<file path="config.mk">
export PLATFORM = sky130hd
export DESIGN_NAME = pchk_top
export DESIGN_NICKNAME = d
export VERILOG_FILES = /design/src/pchk_pkg.sv /design/src/pchk_exc_fifo.sv /design/src/pchk_top.sv
export SDC_FILE = /design/constraint.sdc
export NUM_CORES = 1
export LEC_CHECK = 0
export BUFFER_PORTS_ARGS = -buffer_cell sky130_fd_sc_hd__buf_4
export CAP_MARGIN = 30
export CORE_ASPECT_RATIO = 2
export CORE_MARGIN = 1
export CORE_UTILIZATION = 35
export CTS_BUF_LIST = sky130_fd_sc_hd__clkbuf_16
export DETAILED_ROUTE_END_ITERATION = 8
export GPL_TIMING_DRIVEN = 0
export SETUP_SLACK_MARGIN = 0.1
export SYNTH_ARGS = -nofsm -noshare
export SYNTH_HDL_FRONTEND = slang
export SYNTH_SLANG_ARGS = --single-unit
</file>
<file path="constraint.sdc">
create_clock -name ref_clk -period 15.3 [get_ports ref_clk]
set_input_delay 3.825 -clock ref_clk [delete_from_list [all_inputs] [get_ports ref_clk]]
set_output_delay 3.825 -clock ref_clk [all_outputs]
set_load 0.05 [all_outputs]
</file>
<file path="src/pchk_pkg.sv">
// package for the streaming pattern checker: widths, field layouts, descriptor types
// assumes one clock domain; parameters are fixed at the values chosen here
package pchk_pkg;
  // ---------------------------------------------------------------
  // configuration
  // ---------------------------------------------------------------
  localparam int BITS_PER_SYMBOL = 8;
  localparam int SYMBOLS_PER_BEAT = 4;
  localparam int DATA_W = BITS_PER_SYMBOL * SYMBOLS_PER_BEAT;
  localparam int NUM_CHANNELS = 4;
  localparam int CHAN_W = 2;
  localparam int ERR_W = 2;
  localparam int EMPTY_W = 2;
  localparam bit PACKETS = 1'b1;
  localparam int POS_W = 16;
  localparam int FIFO_DEPTH = 32;
  localparam int FIFO_AW = 5;
  localparam int THR_W = 9;
  localparam logic [THR_W-1:0] THROTTLE_RST = 9'h100;
  localparam logic [15:0] LFSR_SEED = 16'hACE1;
  localparam logic [7:0] DATA_MASK_RST = 8'h00;

  // ---------------------------------------------------------------
  // status word layout
  // ---------------------------------------------------------------
  localparam logic [15:0] ID_VALUE = 16'h00A5; // arbitrary identity value
  localparam int ST_ID_LSB = 0;
  localparam int ST_CHAN_LSB = 16;
  localparam int ST_SYM_LSB = 24;
  localparam int ST_PKT_BIT = 31;

  // ---------------------------------------------------------------
  // exception kinds and descriptor
  // ---------------------------------------------------------------
  typedef enum logic [1:0] {
    EXC_DATA = 2'h0,
    EXC_NO_SOP = 2'h1,
    EXC_NO_EOP = 2'h2,
    EXC_SIGNALED = 2'h3
  } exc_kind_t;

  typedef struct packed {
    exc_kind_t kind;
    logic [7:0] channel;
  } exc_desc_t;

  localparam int DESC_W = 10;

  typedef struct packed {
    logic valid;
    logic [DATA_W-1:0] data;
    logic [CHAN_W-1:0] channel;
    logic [ERR_W-1:0] error;
    logic sop;
    logic eop;
    logic [EMPTY_W-1:0] empty;
  } st_beat_t;
endpackage

</file>
<file path="src/pchk_exc_fifo.sv">
// exception queue: flip-flop storage, pushes dropped while full
// assumes the caller pops only when empty_o is low
`timescale 1ns/1ps
module pchk_exc_fifo (
  input wire logic ref_clk,
  input wire logic rst_n,
  input wire logic clk_en,
  input wire logic push,
  input wire pchk_pkg::exc_desc_t push_desc,
  input wire logic pop,
  output pchk_pkg::exc_desc_t head,
  output logic empty_o,
  output logic full_o,
  output logic [pchk_pkg::FIFO_AW:0] fill
);
  import pchk_pkg::*;

  exc_desc_t mem_r [FIFO_DEPTH];
  logic [FIFO_AW-1:0] wp_r;
  logic [FIFO_AW-1:0] rp_r;
  logic [FIFO_AW:0] cnt_r;
  wire do_push = push && !full_o;
  wire do_pop = pop && !empty_o;

  assign empty_o = (cnt_r == '0);
  assign full_o = (cnt_r == (FIFO_AW+1)'(FIFO_DEPTH));
  assign fill = cnt_r;
  assign head = mem_r[rp_r];

  always_ff @(posedge ref_clk) begin
    if (clk_en && do_push) begin
      mem_r[wp_r] <= push_desc;
    end
  end

  always_ff @(posedge ref_clk or negedge rst_n) begin
    if (!rst_n) begin
      wp_r <= '0;
      rp_r <= '0;
      cnt_r <= '0;
    end else if (clk_en) begin
      if (do_push) wp_r <= wp_r + 1'b1;
      if (do_pop) rp_r <= rp_r + 1'b1;
      if (do_push && !do_pop) cnt_r <= cnt_r + 1'b1;
      else if (do_pop && !do_push) cnt_r <= cnt_r - 1'b1;
    end
  end
endmodule

</file>
<file path="src/pchk_top.sv">
// streaming pattern checker: per-channel position tracking, throttled ready, exception queue
// assumes the source holds a beat until ready; control bits are plain ports sampled on ref_clk
`timescale 1ns/1ps
module pchk_top (
  input wire logic ref_clk,
  input wire logic rst_n,
  input wire logic clk_en,
  input wire pchk_pkg::st_beat_t in_beat,
  output logic in_ready,
  input wire logic enable,
  input wire logic soft_reset,
  input wire logic [pchk_pkg::THR_W-1:0] throttle,
  input wire logic [7:0] data_mask,
  output logic [31:0] status_word,
  input wire logic exc_read,
  output logic [31:0] exc_word,
  output logic exc_valid,
  output logic [pchk_pkg::FIFO_AW:0] exc_fill
);
  import pchk_pkg::*;

  // ---------------------------------------------------------------
  // parameter sanity
  // ---------------------------------------------------------------
  // elaboration-time range limits; a bad package edit stops the build here
  if (SYMBOLS_PER_BEAT < 1 || SYMBOLS_PER_BEAT > 32) begin : g_bad_sym
    $error("symbols per beat out of range");
  end
  if (NUM_CHANNELS < 1 || NUM_CHANNELS > 256) begin : g_bad_chan
    $error("channel count out of range");
  end
  if (ERR_W < 0 || ERR_W > 31) begin : g_bad_err
    $error("error width out of range");
  end
  if (DATA_W != BITS_PER_SYMBOL * SYMBOLS_PER_BEAT) begin : g_bad_w
    $error("data width is not a whole number of symbols");
  end
  // the hand-set widths must still cover the counts they index
  if ((1 << CHAN_W) < NUM_CHANNELS) begin : g_bad_chan_w
    $error("channel field too narrow");
  end
  if ((1 << EMPTY_W) < SYMBOLS_PER_BEAT) begin : g_bad_empty_w
    $error("empty field too narrow");
  end
  if (FIFO_DEPTH != (1 << FIFO_AW)) begin : g_bad_depth
    $error("queue depth and pointer width disagree");
  end
  if (DESC_W != $bits(exc_desc_t)) begin : g_bad_desc
    $error("descriptor width disagrees with its type");
  end

  // ---------------------------------------------------------------
  // status word
  // ---------------------------------------------------------------
  wire [7:0] chan_field = 8'(NUM_CHANNELS - 1);
  wire [6:0] sym_field = 7'(SYMBOLS_PER_BEAT);
  assign status_word = {PACKETS, sym_field, chan_field, ID_VALUE};

  // ---------------------------------------------------------------
  // throttle: lfsr compared with threshold
  // ---------------------------------------------------------------
  logic [15:0] lfsr_r;
  wire [15:0] lfsr_nxt = {lfsr_r[14:0], lfsr_r[15] ^ lfsr_r[13] ^ lfsr_r[12] ^ lfsr_r[10]};
  // 256 or more always accepts; 0 never accepts
  wire thr_ok = ({1'b0, lfsr_r[7:0]} < throttle);
  // a frozen block must not signal acceptance, or the source would lose the beat
  wire active = enable && !soft_reset && clk_en;
  assign in_ready = active && thr_ok;

  always_ff @(posedge ref_clk or negedge rst_n) begin
    if (!rst_n) begin
      lfsr_r <= LFSR_SEED;
    end else if (clk_en) begin
      lfsr_r <= lfsr_nxt;
    end
  end

  // ---------------------------------------------------------------
  // per-channel state
  // ---------------------------------------------------------------
  logic [POS_W-1:0] pos_r [NUM_CHANNELS];
  logic in_pkt_r [NUM_CHANNELS];
  wire take = in_beat.valid && in_ready;
  wire [CHAN_W-1:0] ch = in_beat.channel;
  wire [POS_W-1:0] cur_pos = pos_r[ch];
  wire cur_in_pkt = in_pkt_r[ch];
  // without packet support sop/eop are ignored entirely
  wire sop = PACKETS && in_beat.sop;
  wire eop = PACKETS && in_beat.eop;
  // a fresh sop restarts the position count
  wire [POS_W-1:0] base_pos = sop ? '0 : cur_pos;
  wire [EMPTY_W:0] n_valid = eop ? (EMPTY_W+1)'(SYMBOLS_PER_BEAT) - {1'b0, in_beat.empty}
                                 : (EMPTY_W+1)'(SYMBOLS_PER_BEAT);

  // ---------------------------------------------------------------
  // symbol compare
  // ---------------------------------------------------------------
  wire [SYMBOLS_PER_BEAT-1:0] sym_bad;
  genvar gi;
  for (gi = 0; gi < SYMBOLS_PER_BEAT; gi++) begin : g_sym
    wire [POS_W-1:0] p = base_pos + POS_W'(gi);
    // first symbol sits in the most significant lane
    wire [BITS_PER_SYMBOL-1:0] got =
      in_beat.data[DATA_W-1-gi*BITS_PER_SYMBOL -: BITS_PER_SYMBOL];
    wire [BITS_PER_SYMBOL-1:0] exp = p[BITS_PER_SYMBOL-1:0] ^ data_mask;
    assign sym_bad[gi] = ((EMPTY_W+1)'(gi) < n_valid) && (got != exp);
  end

  wire ev_data = |sym_bad;
  wire ev_nosop = PACKETS && !sop && !cur_in_pkt;
  wire ev_noeop = PACKETS && sop && cur_in_pkt;
  wire ev_sig = (ERR_W > 0) && (in_beat.error != '0);

  // one descriptor per beat; priority favours the most telling fault
  exc_kind_t ev_kind;
  assign ev_kind = ev_sig ? EXC_SIGNALED :
                   ev_noeop ? EXC_NO_EOP :
                   ev_nosop ? EXC_NO_SOP : EXC_DATA;
  wire ev_any = take && (ev_data || ev_nosop || ev_noeop || ev_sig);

  exc_desc_t ev_desc;
  assign ev_desc = '{kind: ev_kind, channel: 8'(ch)};

  // ---------------------------------------------------------------
  // repeat suppression
  // ---------------------------------------------------------------
  logic last_vld_r;
  exc_desc_t last_r;
  // a clean beat ends a run, so the next exception counts as new
  wire repeat_ev = last_vld_r && (last_r == ev_desc);
  wire push = ev_any && !repeat_ev;

  always_ff @(posedge ref_clk or negedge rst_n) begin
    if (!rst_n) begin
      last_vld_r <= 1'b0;
      last_r <= '0;
    end else if (clk_en) begin
      if (soft_reset) begin
        last_vld_r <= 1'b0;
      end else if (take) begin
        last_vld_r <= ev_any;
        last_r <= ev_desc;
      end
    end
  end

  // ---------------------------------------------------------------
  // channel state update
  // ---------------------------------------------------------------
  always_ff @(posedge ref_clk or negedge rst_n) begin
    if (!rst_n) begin
      for (int i = 0; i < NUM_CHANNELS; i++) begin
        pos_r[i] <= '0;
        in_pkt_r[i] <= 1'b0;
      end
    end else if (clk_en) begin
      if (soft_reset) begin
        for (int i = 0; i < NUM_CHANNELS; i++) begin
          pos_r[i] <= '0;
          in_pkt_r[i] <= 1'b0;
        end
      end else if (take) begin
        pos_r[ch] <= eop ? '0 : base_pos + POS_W'(SYMBOLS_PER_BEAT);
        in_pkt_r[ch] <= !eop;
      end
    end
  end

  // ---------------------------------------------------------------
  // exception queue and read port
  // ---------------------------------------------------------------
  exc_desc_t head;
  logic q_empty;
  logic q_full;
  // full queue silently drops; the fifo refuses pushes while full
  wire pop = exc_read && !q_empty;

  pchk_exc_fifo u_fifo (
    .ref_clk(ref_clk),
    .rst_n(rst_n),
    .clk_en(clk_en),
    .push(push),
    .push_desc(ev_desc),
    .pop(pop),
    .head(head),
    .empty_o(q_empty),
    .full_o(q_full),
    .fill(exc_fill)
  );

  assign exc_valid = !q_empty;
  // bit 31 flags a valid entry; kind in 9:8, channel in 7:0
  // an empty queue reads as zero rather than a stale or unwritten slot
  assign exc_word = q_empty ? 32'h0 : {1'b1, 21'h0, head.kind, head.channel};
endmodule

</file>
==> impl_results.md, run 1 <==
* Post-placement worst setup slack at 5140 ps
* Post-synthesis compound-gate area fraction at 6.28%
* Max Freq at 105 MHz
* CP max stage delay at 750 ps
* Layout cells sized above 1 at 30.3%
* Simple-gate share of the synthesized area at 6.75%
* Vias per Instance at 4.87
* Clk buf depth at 3
* Final WS setup at 5750 ps
* CP Class: input pin to flip-flop
* Worst R2R Setup Slack at 9500 ps
* Post-route antenna net violation count at 0
* Sink Count at 201
* Fraction of the yosys area taken by sequential cells at 54.2%
* First-pass GRT wire length at 37800 um
* Vert. Die Dim at 247 um
* Mapped Area at 10500 um2
* CTS clk-pin slew, worst paths at 70 ps
* Worst slew pin tran at 941 ps
* Most used DFF post-synth: edfxtp_1
* Max Clock Skew at 23.0 ps
* Drt first pass iters at 4
* Gr ovfl total at 0
* YS warnings at 0
* Register area at 5680 um2
* CTS tree: done
* Area of the multi-input gates at 4320 um2
* DR iter-0 viols at 210
* Worst EP arrival at 9930 ps
* Nature of the critical path endpoint: flip-flop
* # rows at 89
* Core area at 29500 um2
* Max-slew headroom at 36.8%
* Synth Register Bits at 201
* CTS Hold Bufs at 0
* H-tree depth at 1
* Worst VDD drop at 0.0684 mV
* Routed wire length at 25000 um
* Half-perimeter wire length after placement at 19400 um
* Largest net degree at the start of global routing at 66
* Async S/R FF share, synth at 36.3%
* Synth Area in Adders at 2.82%
* Tcrit/Tclk final at 62.4%
* Worst Path Required at 15680 ps
* I/O Buffers at 74
* Clk Latency, worst-skew pair at 510 ps
* Setup Buffers After CTS at 0
* Syn_area_per_cell at 14.5 um2
* # IOs at 136
* Power, Total at 1.76 mW
* Delay-heaviest family, CP: compound AO/OA/AOI/OAI gates
* Initial Util at 35.5%
* Layout overhead on the synthesized area at 18.2%
* Vias in the first global route at 6355
* ANT cells at 0
* Die area at 30700 um2
* Final setup viols at 0
* Post-Synthesis Cells at 725
* DR WL/cell at 19.9 um
* Min Clock Period, post-route at 9550 ps
* Initial antenna violation count at 0
* Distinct cells, synth at 70
* Post-CTS sizing at 0
* Critical path buffer and inverter count at 6
* Fillcell total at 2798
* Critical path startpoint category: input pin
* Final Hold Viols at 0
* Slowest CP cell: nor4_2
* PwrDens at 142 nW/um2
* Number of synthesized flops with an enable pin at 128
* Worst Path Max Fanout at 33
* CTS Buf Count at 19
* Die X at 124 um
* Tightest Hold Check Type: flip-flop to flip-flop
* Total global-route track usage at 16.5%
* # nets final at 968
* Gpl congestion at 0.795
* Leakage power at 4.93 nW
* RSZ-0062 raised after global routing: false
* DRC Markers at 0
* Status: complete, no violations
* Root Buffer: clkbuf_16
* XOR/XNOR Fraction of Synth Area at 9.41%
* Multiplexer share of the synthesized area at 13.8%
* Largest family of logic cells by synthesized area: multiplexers
* Max Cap Violations at 0
* Via count at 6123
* Slew Viols, Final at 0
* Sum Neg Setup Slack at 0 ps
## state kept, by name, summed over array words and instances (netlist names)
signal        cells
in_pkt_r          4
last_r            4
last_vld_r        1
lfsr_r           16
pos_r            32
u_fifo.fill       6
u_fifo.mem_r    128
u_fifo.rp_r       5
u_fifo.wp_r       5
## layout make-up
type	count	share of cell area (%)
Buffer	93	4.96
Clock buffer	19	3.84
Clock inverter	15	0.949
Inverter	24	0.737
Multi-Input combinational cell	464	34.8
Sequential cell	201	45.8
Tap cell	364	3.67
Timing Repair Buffer	78	5.17
## layout by cell type (no fill, tap or decap), types with 4 or more instances in the layout
cell,netlist,final
nand3b_1,8,8
buf_1,6,6
buf_6,4,4
mux2i_1,15,15
nor3_1,9,9
nand2b_1,6,6
xnor2_1,47,47
nand4_1,5,5
dfrtp_1,65,65
mux2_2,20,20
xor2_1,15,15
edfxtp_1,128,128
conb_1,2,59
a21o_1,9,9
o21ai_1,4,4
inv_1,23,25
nand2_1,26,26
nand3_1,7,7
a21oi_1,8,8
buf_2,5,5
clkbuf_1,17,17
xnor3_1,13,13
dfstp_2,8,8
o21ai_0,7,6
clkinv_1,0,5
buf_4,61,135
nor2_1,44,44
mux4_2,44,44
and3_1,5,5
o2bb2ai_1,30,30
a22o_1,4,4
clkbuf_16,0,19
ha_1,22,22
## worst reg2reg max path: cells and delay by family (launching register included)
kind                       cells  cell delay (ps)
AOI/OAI and AO/OA              6             1340
xor gates and xnor gates       4              600
adders and majority gates      3              730
buffers and inverters          4              640
DFF                            1              370
muxes                          1              600
and+or+nand+nor                5             1410
## final timing paths
kind	endpoint	startpoint	depth (start not counted)
max	u_fifo.fill[5]$_DFFE_PN0P_	in_beat[7]	25
min	in_pkt_r[0]$_DFFE_PN0P_	in_pkt_r[0]$_DFFE_PN0P_	1
max reg2reg	u_fifo.fill[5]$_DFFE_PN0P_	pos_r[35]$_DFFE_PN0P_	23
min reg2reg	in_pkt_r[0]$_DFFE_PN0P_	in_pkt_r[0]$_DFFE_PN0P_	1
max in group asynchronous	lfsr_r[6]$_DFFE_PN1P_	rst_n	2
min in group asynchronous	u_fifo.rp_r[3]$_DFFE_PN0P_	rst_n	1
## synthesized netlist by cell type (6+ instances only)
master	instances	area share [%]
nand3_1	7	0.33
inv_1	23	0.82
buf_1	6	0.21
a21oi_1	8	0.38
nand3b_1	8	0.57
xor2_1	15	1.3
buf_4	61	4.4
edfxtp_1	128	37
xnor3_1	13	2.8
mux2i_1	15	1.4
a21o_1	9	0.64
o21ai_0	7	0.33
nor3_1	9	0.43
nor2_1	44	1.6
clkbuf_1	17	0.61
o2bb2ai_1	30	2.5
mux2_2	20	2.1
nand2b_1	6	0.36
mux4_2	44	9.4
xnor2_1	47	3.9
dfstp_2	8	2.0
ha_1	22	2.6
nand2_1	26	0.93
dfrtp_1	65	16
## logic make-up (layout without fill, tap and decap cells)
logic type | count (synthesis) | count (layout)
flip-flops | 201 | 201
AND/OR/NAND/NOR | 136 | 136
buffers and inverters | 117 | 229
AO/OA/AOI/OAI | 82 | 82
XOR/XNOR | 82 | 82
multiplexers | 82 | 82
adder cells (fa/ha/maj) | 23 | 23
other | 2 | 59
## per-layer routing
layer / global-route usage [%] / wire length (um)
met4: 8.61 / 1160
met3: 1.58 / 951
met2: 35.1 / 15100
met5: 0 / 0
met1: 14.8 / 7780
## where the power goes
group | switching (mW) | internal [mW]
Clock | 0.206 | 0.247
Combinational | 0.354 | 0.279
Sequential | 0.0407 | 0.637
Total | 0.601 | 1.16
## metrics by stage
step / instance area (um2) / hold WS, ps / std cells / util (%)
final: 12400 / 476 / 1258 / 42.0
after CTS: 12400 / 480 / 1258 / 42.0
after global placement: 11700 / 453 / 1220 / 39.7
after floorplan: 10700 / 444 / 782 / -
after global routing: 12400 / 505 / 1258 / 42.0
after detailed placement: 11800 / 465 / 1224 / 40.0
(Power assumes the default switching activity.)
==> run 2, diff against run 1 <==
--- a/config.mk
+++ b/config.mk
@@ -5,6 +5,7 @@
 export SDC_FILE = /design/constraint.sdc
 export NUM_CORES = 1
 export LEC_CHECK = 0
+export ABC_AREA = 1
 export BUFFER_PORTS_ARGS = -buffer_cell sky130_fd_sc_hd__buf_4
 export CAP_MARGIN = 30
 export CORE_ASPECT_RATIO = 2
==> constraint.sdc (replaced) <==
create_clock -name ref_clk -period 8.1 [get_ports ref_clk]
set_input_delay 2.025 -clock ref_clk [delete_from_list [all_inputs] [get_ports ref_clk]]
set_output_delay 2.025 -clock ref_clk [all_outputs]
set_load 0.05 [all_outputs]
==> run 2 against run 1 <==
Effect of this change: utilization fell by 0.13 points; sequential power grew 82%; area after synthesis is 5.3% higher; critical path type unchanged; critical endpoint unchanged; first-iteration DRC count rose by 130%; clock skew shrank 3.5 ps; flip-flop and latch count did not move; largest cell class unchanged.
==> impl_results.md, run 2 <==
* Status: complete, no violations (unchanged)
* Commonest non-fill, non-tap cell in the layout: nand2_1 (was buf_4)
* Initial antenna violation count at 0 (unchanged)
* Most frequent cells in the layout: nand2_1 (275), buf_4 (137), o21ai_0 (128), edfxtp_1 (128), nor2_1 (126) (was buf_4 (135), edfxtp_1 (128), dfrtp_1 (65))
* I/O Buffers at 76 (was 74)
* Max Clock Skew at 19.5 ps (was 23.0 ps)
* Post-synth top cells: nand2_1 (275), edfxtp_1 (128), o21ai_0 (128) (was edfxtp_1 (128), dfrtp_1 (65), buf_4 (61))
* Vias per Instance at 4.84 (was 4.87)
* Vert. Die Dim at 253 um (was 247 um)
* Core area at 31000 um2 (was 29500 um2)
* Routed wire length at 31400 um (was 25000 um)
* Final Cell Area at 13000 um2 (was 12400 um2)
* Final WS setup at 1500 ps (was 5750 ps)
* Clk Latency, worst-skew pair at 500 ps (was 510 ps)
* Syn_area_per_cell at 9.00 um2 (was 14.5 um2)
* RSZ-0062 raised after global routing: false (unchanged)
* Worst R2R Setup Slack at 3300 ps (was 9500 ps)
* Setup Buffers After CTS at 0 (unchanged)
* Fraction of the yosys area taken by sequential cells at 51.4% (was 54.2%)
* Sum Neg Setup Slack at 0 ps (unchanged)
* CTS Hold Bufs at 0 (unchanged)
* Half-perimeter wire length after placement at 24100 um (was 19400 um)
* YS warnings at 0 (unchanged)
* Layout cells sized above 1 at 18.4% (was 30.3%)
* DR WL/cell at 17.3 um (was 19.9 um)
* RR Endpoint: u_fifo.fill[5]$_DFFE_PN0P_ (unchanged)
* Tightest Hold Check Type: flip-flop to flip-flop (unchanged)
* Final setup viols at 0 (unchanged)
* Max Freq at 152 MHz
* Biggest regs: u_fifo.mem_r x128, pos_r x32, lfsr_r x16 (unchanged)
* Tcrit/Tclk final at 81.5%
* CTS Buf Count at 18 (was 19)
* Largest register FFs at 128 (unchanged)
* First-pass GRT wire length at 47700 um (was 37800 um)
* Mapped Area at 11000 um2 (was 10500 um2)
* Worst r2r src: pos_r[18]$_DFFE_PN0P_ (was pos_r[35]$_DFFE_PN0P_)
* DRC Markers at 0 (unchanged)
* H-tree depth at 1 (unchanged)
* Post-synthesis cell type with the largest combined area: edfxtp_1 (unchanged)
* CP max stage delay at 380 ps (was 750 ps)
* Largest Register: u_fifo.mem_r (unchanged)
* CTS tree: done (unchanged)
* Post-synth top area share at 34.8% (was 36.6%)
* Clk buf depth at 3 (unchanged)
* Gr ovfl total at 0 (unchanged)
* Critical path startpoint category: input pin (unchanged)
* Dpl cell area at 12400 um2 (was 11800 um2)
* Post-Synthesis Cells at 1227 (was 725)
* Post-CTS sizing at 0 (unchanged)
* Layout overhead on the synthesized area at 17.4% (was 18.2%)
* Via count at 8773 (was 6123)
* Hold EP: lfsr_r[15]$_DFFE_PN1P_ (was in_pkt_r[0]$_DFFE_PN0P_)
* Most frequent cell after synthesis: nand2_1 (was edfxtp_1)
* Delay-heaviest family, CP: simple AND/OR/NAND/NOR gates (was compound AO/OA/AOI/OAI gates)
* Max-slew headroom at 41.7% (was 36.8%)
* Total global-route track usage at 19.8% (was 16.5%)
* Min Clock Period, post-route at 6600 ps
* Hold slack at 477 ps (was 476 ps)
* Worst Path Max Fanout at 36 (was 33)
* Initial Util at 35.7% (was 35.5%)
* Distinct cells, synth at 51 (was 70)
* Nature of the critical path endpoint: flip-flop (unchanged)
* Sink Count at 201 (unchanged)
* Worst slew pin tran at 868 ps (was 941 ps)
* Leakage power at 5.54 nW (was 4.93 nW)
* # nets final at 1469 (was 968)
* Slowest CP cell: buf_4 (was nor4_2)
* Max Cap Violations at 0 (unchanged)
* Drt first pass iters at 5 (was 4)
* Synth Register Bits at 201 (unchanged)
* Gpl congestion at 0.956 (was 0.795)
* ANT cells at 0 (unchanged)
* Slew Viols, Final at 0 (unchanged)
* Worst EP arrival at 7000 ps (was 9930 ps)
* PwrDens at 255 nW/um2 (was 142 nW/um2)
* Min-delay src: lfsr_r[15]$_DFFE_PN1P_ (was in_pkt_r[0]$_DFFE_PN0P_)
* CTS clk-pin slew, worst paths at 70 ps (about the same)
* # rows at 91 (was 89)
* Worst VDD drop at 0.128 mV (was 0.0684 mV)
* # IOs at 136 (unchanged)
* CP Class: input pin to flip-flop (unchanged)
* DR iter-0 viols at 479 (was 210)
* Async S/R FF share, synth at 36.3% (unchanged)
* Number of synthesized flops with an enable pin at 128 (unchanged)
* Vias in the first global route at 8936 (was 6355)
* Largest cells by area after synthesis: edfxtp_1 (35%), dfrtp_1 (15%), nand2_1 (9.3%), o21ai_0 (5.8%), nor2_1 (4.3%) (was edfxtp_1 (37%), dfrtp_1 (16%), mux4_2 (9.4%), buf_4 (4.4%), xnor2_1 (3.9%))
* Root Buffer: clkbuf_16 (unchanged)
* Crit path top cell by count: nor2_1
* Post-placement worst setup slack at 1050 ps (was 5140 ps)
* Largest net degree at the start of global routing at 74 (was 66)
* Crit path from: in_beat[6] (was in_beat[7])
* Hold path depth at 2 (was 1)
* Die area at 32300 um2 (was 30700 um2)
* Final Util at 41.9% (was 42.0%)
* Critical path buffer and inverter count at 7 (was 6)
* Post-route antenna net violation count at 0 (unchanged)
* Worst r2r path cells at 35 (was 23)
* Worst Path Required at 8500 ps (was 15680 ps)
* Final Hold Viols at 0 (unchanged)
* Most used DFF post-synth: edfxtp_1 (unchanged)
* Die X at 128 um (was 124 um)
## run 2: cell count changes in the layout (fill, tap and decap cells not counted), sizes merged, moves of 47 or more
cell / delta
nand3: +70
inv: +84
mux4: -47
nand2: +285
nor2: +98
o21ai: +122
## run 2: final cells by class
class	instances	area (um2)
Timing Repair Buffer	78	626
Buffer	95	652
Inverter	112	422
Tap cell	418	523
Fill cell	3111	18000
Clock buffer	20	500
Sequential cell	201	5680
Clock inverter	12	61.3
Multi-Input combinational cell	876	4500
## run 2: worst register-to-register path, delay by kind of cell (launching register included)
family,cells,cell delay [ps]
AO/OA/AOI/OAI,5,690
XOR/XNOR,2,320
adder cells (fa/ha/maj),3,870
buffers and inverters,6,720
flip-flops,1,320
AND/OR/NAND/NOR,19,1820
## run 2: cell families (layout without fill, tap and decap cells)
logic type | count (synthesis) | after routing | share of synthesized area [%]
xor gates and xnor gates | 32 | 32 | 2.73
AOI/OAI and AO/OA | 196 | 196 | 10.0
buffers and inverters | 207 | 317 | 9.72
adders and majority gates | 23 | 23 | 2.67
DFF | 201 | 201 | 51.4
other | 2 | 59 | 0.0680
and+or+nand+nor | 566 | 566 | 23.3
## run 2: stage by stage
| step | power, mW | instances |
|---|---|---|
| 2_1_floorplan | 2.05 | 1284 |
| 3_3_place_gp | 2.47 | 1778 |
| 3_5_place_dp | 2.50 | 1779 |
| 4_1_cts | 3.33 | 1811 |
| 5_1_grt | 3.47 | 1812 |
| 6_report | 3.31 | 1812 |
## run 2: layer usage
layer  wire length, um  share of wire, %  vias up  GRT usage, %
li1                  -                 -     4298             -
met1             10100                32     4098          16.9
met2             18000                57      270          41.0
met3              1130               3.6      107          1.90
met4              2290               7.3        0          14.2
met5                 0                 0        -             0
## run 2: how the worst max path moves through the flow
stage                                       to  cells past startpoint
finish              u_fifo.fill[5]$_DFFE_PN0P_                     37
global route        u_fifo.fill[5]$_DFFE_PN0P_                     36
global placement    u_fifo.fill[5]$_DFFE_PN0P_                     36
detailed placement  u_fifo.fill[5]$_DFFE_PN0P_                     36
CTS                 u_fifo.fill[5]$_DFFE_PN0P_                     37
floorplan           u_fifo.fill[5]$_DFFE_PN0P_                     24
## run 2: where the power goes
group	internal, mW	switching [mW]	total (mW)
Sequential	1.16	0.0691	1.23
Combinational	0.359	0.884	1.24
Clock	0.448	0.384	0.832
==> run 3, diff against run 2 <==
--- a/config.mk
+++ b/config.mk
@@ -5,7 +5,7 @@
 export SDC_FILE = /design/constraint.sdc
 export NUM_CORES = 1
 export LEC_CHECK = 0
-export ABC_AREA = 1
+export ABC_AREA = 0
 export BUFFER_PORTS_ARGS = -buffer_cell sky130_fd_sc_hd__buf_4
 export CAP_MARGIN = 30
 export CORE_ASPECT_RATIO = 2
==> constraint.sdc (replaced) <==
create_clock -name ref_clk -period 6.7 [get_ports ref_clk]
set_input_delay 1.675 -clock ref_clk [delete_from_list [all_inputs] [get_ports ref_clk]]
set_output_delay 1.675 -clock ref_clk [all_outputs]
set_load 0.05 [all_outputs]
==> run 3 against run 2 <==
Effect of this change: combinational power grew 17%; worst hold slack got worse by 3.4 ps; setup slack got worse by 1000 ps; wire length shrank 20%; power rose by 22%; cell area decreased by 3.8%; critical path type unchanged; largest power group is now sequential cells.
==> impl_results.md, run 3 (synthesis gave the netlist of run 1 again) <==
* Status: complete, no violations (unchanged)
* Clk Latency, worst-skew pair at 510 ps (was 500 ps)
* DR iter-0 viols at 194 (was 479)
* DRC Markers at 0 (unchanged)
* DR WL/cell at 19.9 um (was 17.3 um)
* CP max stage delay at 290 ps (was 380 ps)
* Largest net degree at the start of global routing at 66 (was 74)
* Largest register FFs at 128 (unchanged)
* Fillcell total at 2801 (was 3111)
* Worst Path Required at 7080 ps (was 8500 ps)
* Initial antenna violation count at 0 (unchanged)
* CTS tree: done (unchanged)
* # IOs at 136 (unchanged)
* I/O Buffers at 74 (was 76)
* Drt first pass iters at 4 (was 5)
* Most frequent cells in the layout: buf_4 (137), edfxtp_1 (128), dfrtp_1 (65) (was nand2_1 (275), buf_4 (137), o21ai_0 (128), edfxtp_1 (128), nor2_1 (126))
* PwrDens at 323 nW/um2 (was 255 nW/um2)
* Final setup viols at 0 (unchanged)
* Core area at 29500 um2 (was 31000 um2)
* Vert. Die Dim at 247 um (was 253 um)
* ANT cells at 0 (unchanged)
* Max Freq at 161 MHz
* Hold EP: in_pkt_r[0]$_DFFE_PN0P_ (was lfsr_r[15]$_DFFE_PN1P_)
* Min Clock Period, post-route at 6230 ps
* Gr ovfl total at 0 (unchanged)
* First-pass GRT wire length at 37900 um (was 47700 um)
* Via count at 6129 (was 8773)
* Root Buffer: clkbuf_16 (unchanged)
* Min-delay src: in_pkt_r[0]$_DFFE_PN0P_ (was lfsr_r[15]$_DFFE_PN1P_)
* Max-slew headroom at 36.7% (was 41.7%)
* Die X at 124 um (was 128 um)
* Sink Count at 201 (unchanged)
* Max Clock Skew at 21.9 ps (was 19.5 ps)
* Commonest non-fill, non-tap cell in the layout: buf_4 (was nand2_1)
* Gpl congestion at 0.795 (was 0.956)
* Worst EP arrival at 6600 ps (was 7000 ps)
* Half-perimeter wire length after placement at 19400 um (was 24100 um)
* Worst R2R Setup Slack at 1620 ps (was 3300 ps)
* Power, Total at 4.03 mW (was 3.31 mW)
* CTS Hold Bufs at 0 (unchanged)
* # rows at 89 (was 91)
* Clk buf depth at 3 (unchanged)
* CTS clk-pin slew, worst paths at 70 ps (about the same)
* Final Util at 42.3% (was 41.9%)
* Vias in the first global route at 6367 (was 8936)
* Worst VDD drop at 0.156 mV (was 0.128 mV)
* Tightest Hold Check Type: flip-flop to flip-flop (unchanged)
* Worst slew pin tran at 944 ps (was 868 ps)
* Worst r2r path cells at 24 (was 35)
* CP Class: input pin to flip-flop (unchanged)
* Max Cap Violations at 0 (unchanged)
* Layout cells sized above 1 at 31.1% (was 18.4%)
* Critical path depth at 28 (was 37)
* Nature of the critical path endpoint: flip-flop (unchanged)
* Delay-heaviest family, CP: buffers and inverters (was simple AND/OR/NAND/NOR gates)
* Final Hold Viols at 0 (unchanged)
* Hold path depth at 1 (was 2)
* H-tree depth at 1 (unchanged)
* Die area at 30700 um2 (was 32300 um2)
* Routed wire length at 25100 um (was 31400 um)
* Leakage power at 4.97 nW (was 5.54 nW)
* Biggest regs: u_fifo.mem_r x128, pos_r x32, lfsr_r x16 (unchanged)
* Total global-route track usage at 16.6% (was 19.8%)
* Slowest CP cell: nor4_2 (was buf_4)
* Worst r2r src: pos_r[3]$_DFFE_PN0P_ (was pos_r[18]$_DFFE_PN0P_)
* CTS Buf Count at 19 (was 18)
* RR Endpoint: u_fifo.fill[5]$_DFFE_PN0P_ (unchanged)
* Tcrit/Tclk final at 92.9%
* Vias per Instance at 4.86 (was 4.84)
* Slew Viols, Final at 0 (unchanged)
* Worst Path Max Fanout at 33 (was 36)
* Post-route antenna net violation count at 0 (unchanged)
* Critical path buffer and inverter count at 8 (was 7)
* Initial Util at 35.5% (was 35.7%)
* Largest Register: u_fifo.mem_r (unchanged)
* Critical path startpoint category: input pin (unchanged)
* Layout overhead on the synthesized area at 18.9% (was 17.4%)
* RSZ-0062 raised after global routing: false (unchanged)
* # nets final at 972 (was 1469)
[run 3: cell count changes in the layout (fill, tap and decap cells not counted), sizes merged, moves of 39 or more]
cell and delta:
nand2 -285, o21ai -122, mux4 +47, inv -83, nand3 -70, xnor2 +39, nor2 -98
[run 3: what timing repair did]
action / CTS / global route
setup buffers: 4 / 0
resized for setup: 3 / 14
setup endpoints to repair: 4 / 1
pin swaps: 3 / 0
[run 3: stage by stage]
step	area [um2]	cells	setup WS [ps]	hold WS [ps]	setup TNS, ps
after floorplan	10700	782	337	444	0
after global placement	11700	1220	-2050	453	-135960
after detailed placement	11800	1224	-1310	465	-4410
after CTS	12400	1262	108	480	0
after global routing	12500	1262	166	510	0
final	12500	1262	474	474	0
[run 3: power by group]
part | switching, mW | leakage (nW) | internal (mW) | total (mW)
clock | 0.470 | 0.283 | 0.564 | 1.03
combinational | 0.808 | 2.62 | 0.640 | 1.45
sequential | 0.0921 | 2.07 | 1.45 | 1.55
[run 3: how the worst max path moves through the flow]
stage | start | endpoint | slack, ps
floorplan | in_beat[7] | u_fifo.fill[5]$_DFFE_PN0P_ | 340
global route | in_beat[7] | u_fifo.fill[5]$_DFFE_PN0P_ | 170
CTS | in_beat[6] | u_fifo.fill[5]$_DFFE_PN0P_ | 110
global placement | in_beat[7] | u_fifo.fill[5]$_DFFE_PN0P_ | -2050
detailed placement | in_beat[7] | u_fifo.fill[5]$_DFFE_PN0P_ | -1310
finish | in_beat[7] | u_fifo.fill[5]$_DFFE_PN0P_ | 470
[run 3: worst reg2reg max path: stages (launching register included)]
cell       delay [ps]
dfrtp_1           380
mux4_2            530
or2b_2            220
inv_1              80
ha_1              220
clkbuf_2          170
a21bo_2           210
a21oi_1           170
xnor2_1           100
nor4_1            290
a31oi_1           170
nor4_4            260
buf_4             200
a2111oi_4          50
buf_6             190
ha_1              270
inv_2             120
ha_1              230
a21o_1            170
a21o_1            200
a21o_1            190
a21oi_1           180
xnor2_1           130
nor2_1             70
xor2_1            160
[run 3: area by class of cell]
cell class                 count  area (um2)  share of cell area (%)
clock inverter                15         118                   0.943
timing repair buffer          82         691                    5.54
sequential                   201        5680                    45.5
clock buffer                  19         475                    3.81
multi-input combinational    464        4340                    34.8
inverter                      24        92.6                   0.742
buffer                        93         624                    5.01
tap                          364         455                    3.65
[run 3: layer usage]
layer | vias to the layer above | GRT usage [%] | share of wire (%)
li1 | 2889 | - | -
met1 | 3014 | 14.8 | 32
met2 | 175 | 35.3 | 61
met3 | 51 | 1.60 | 3.2
met4 | 0 | 8.47 | 4.5
met5 | - | 0 | 0
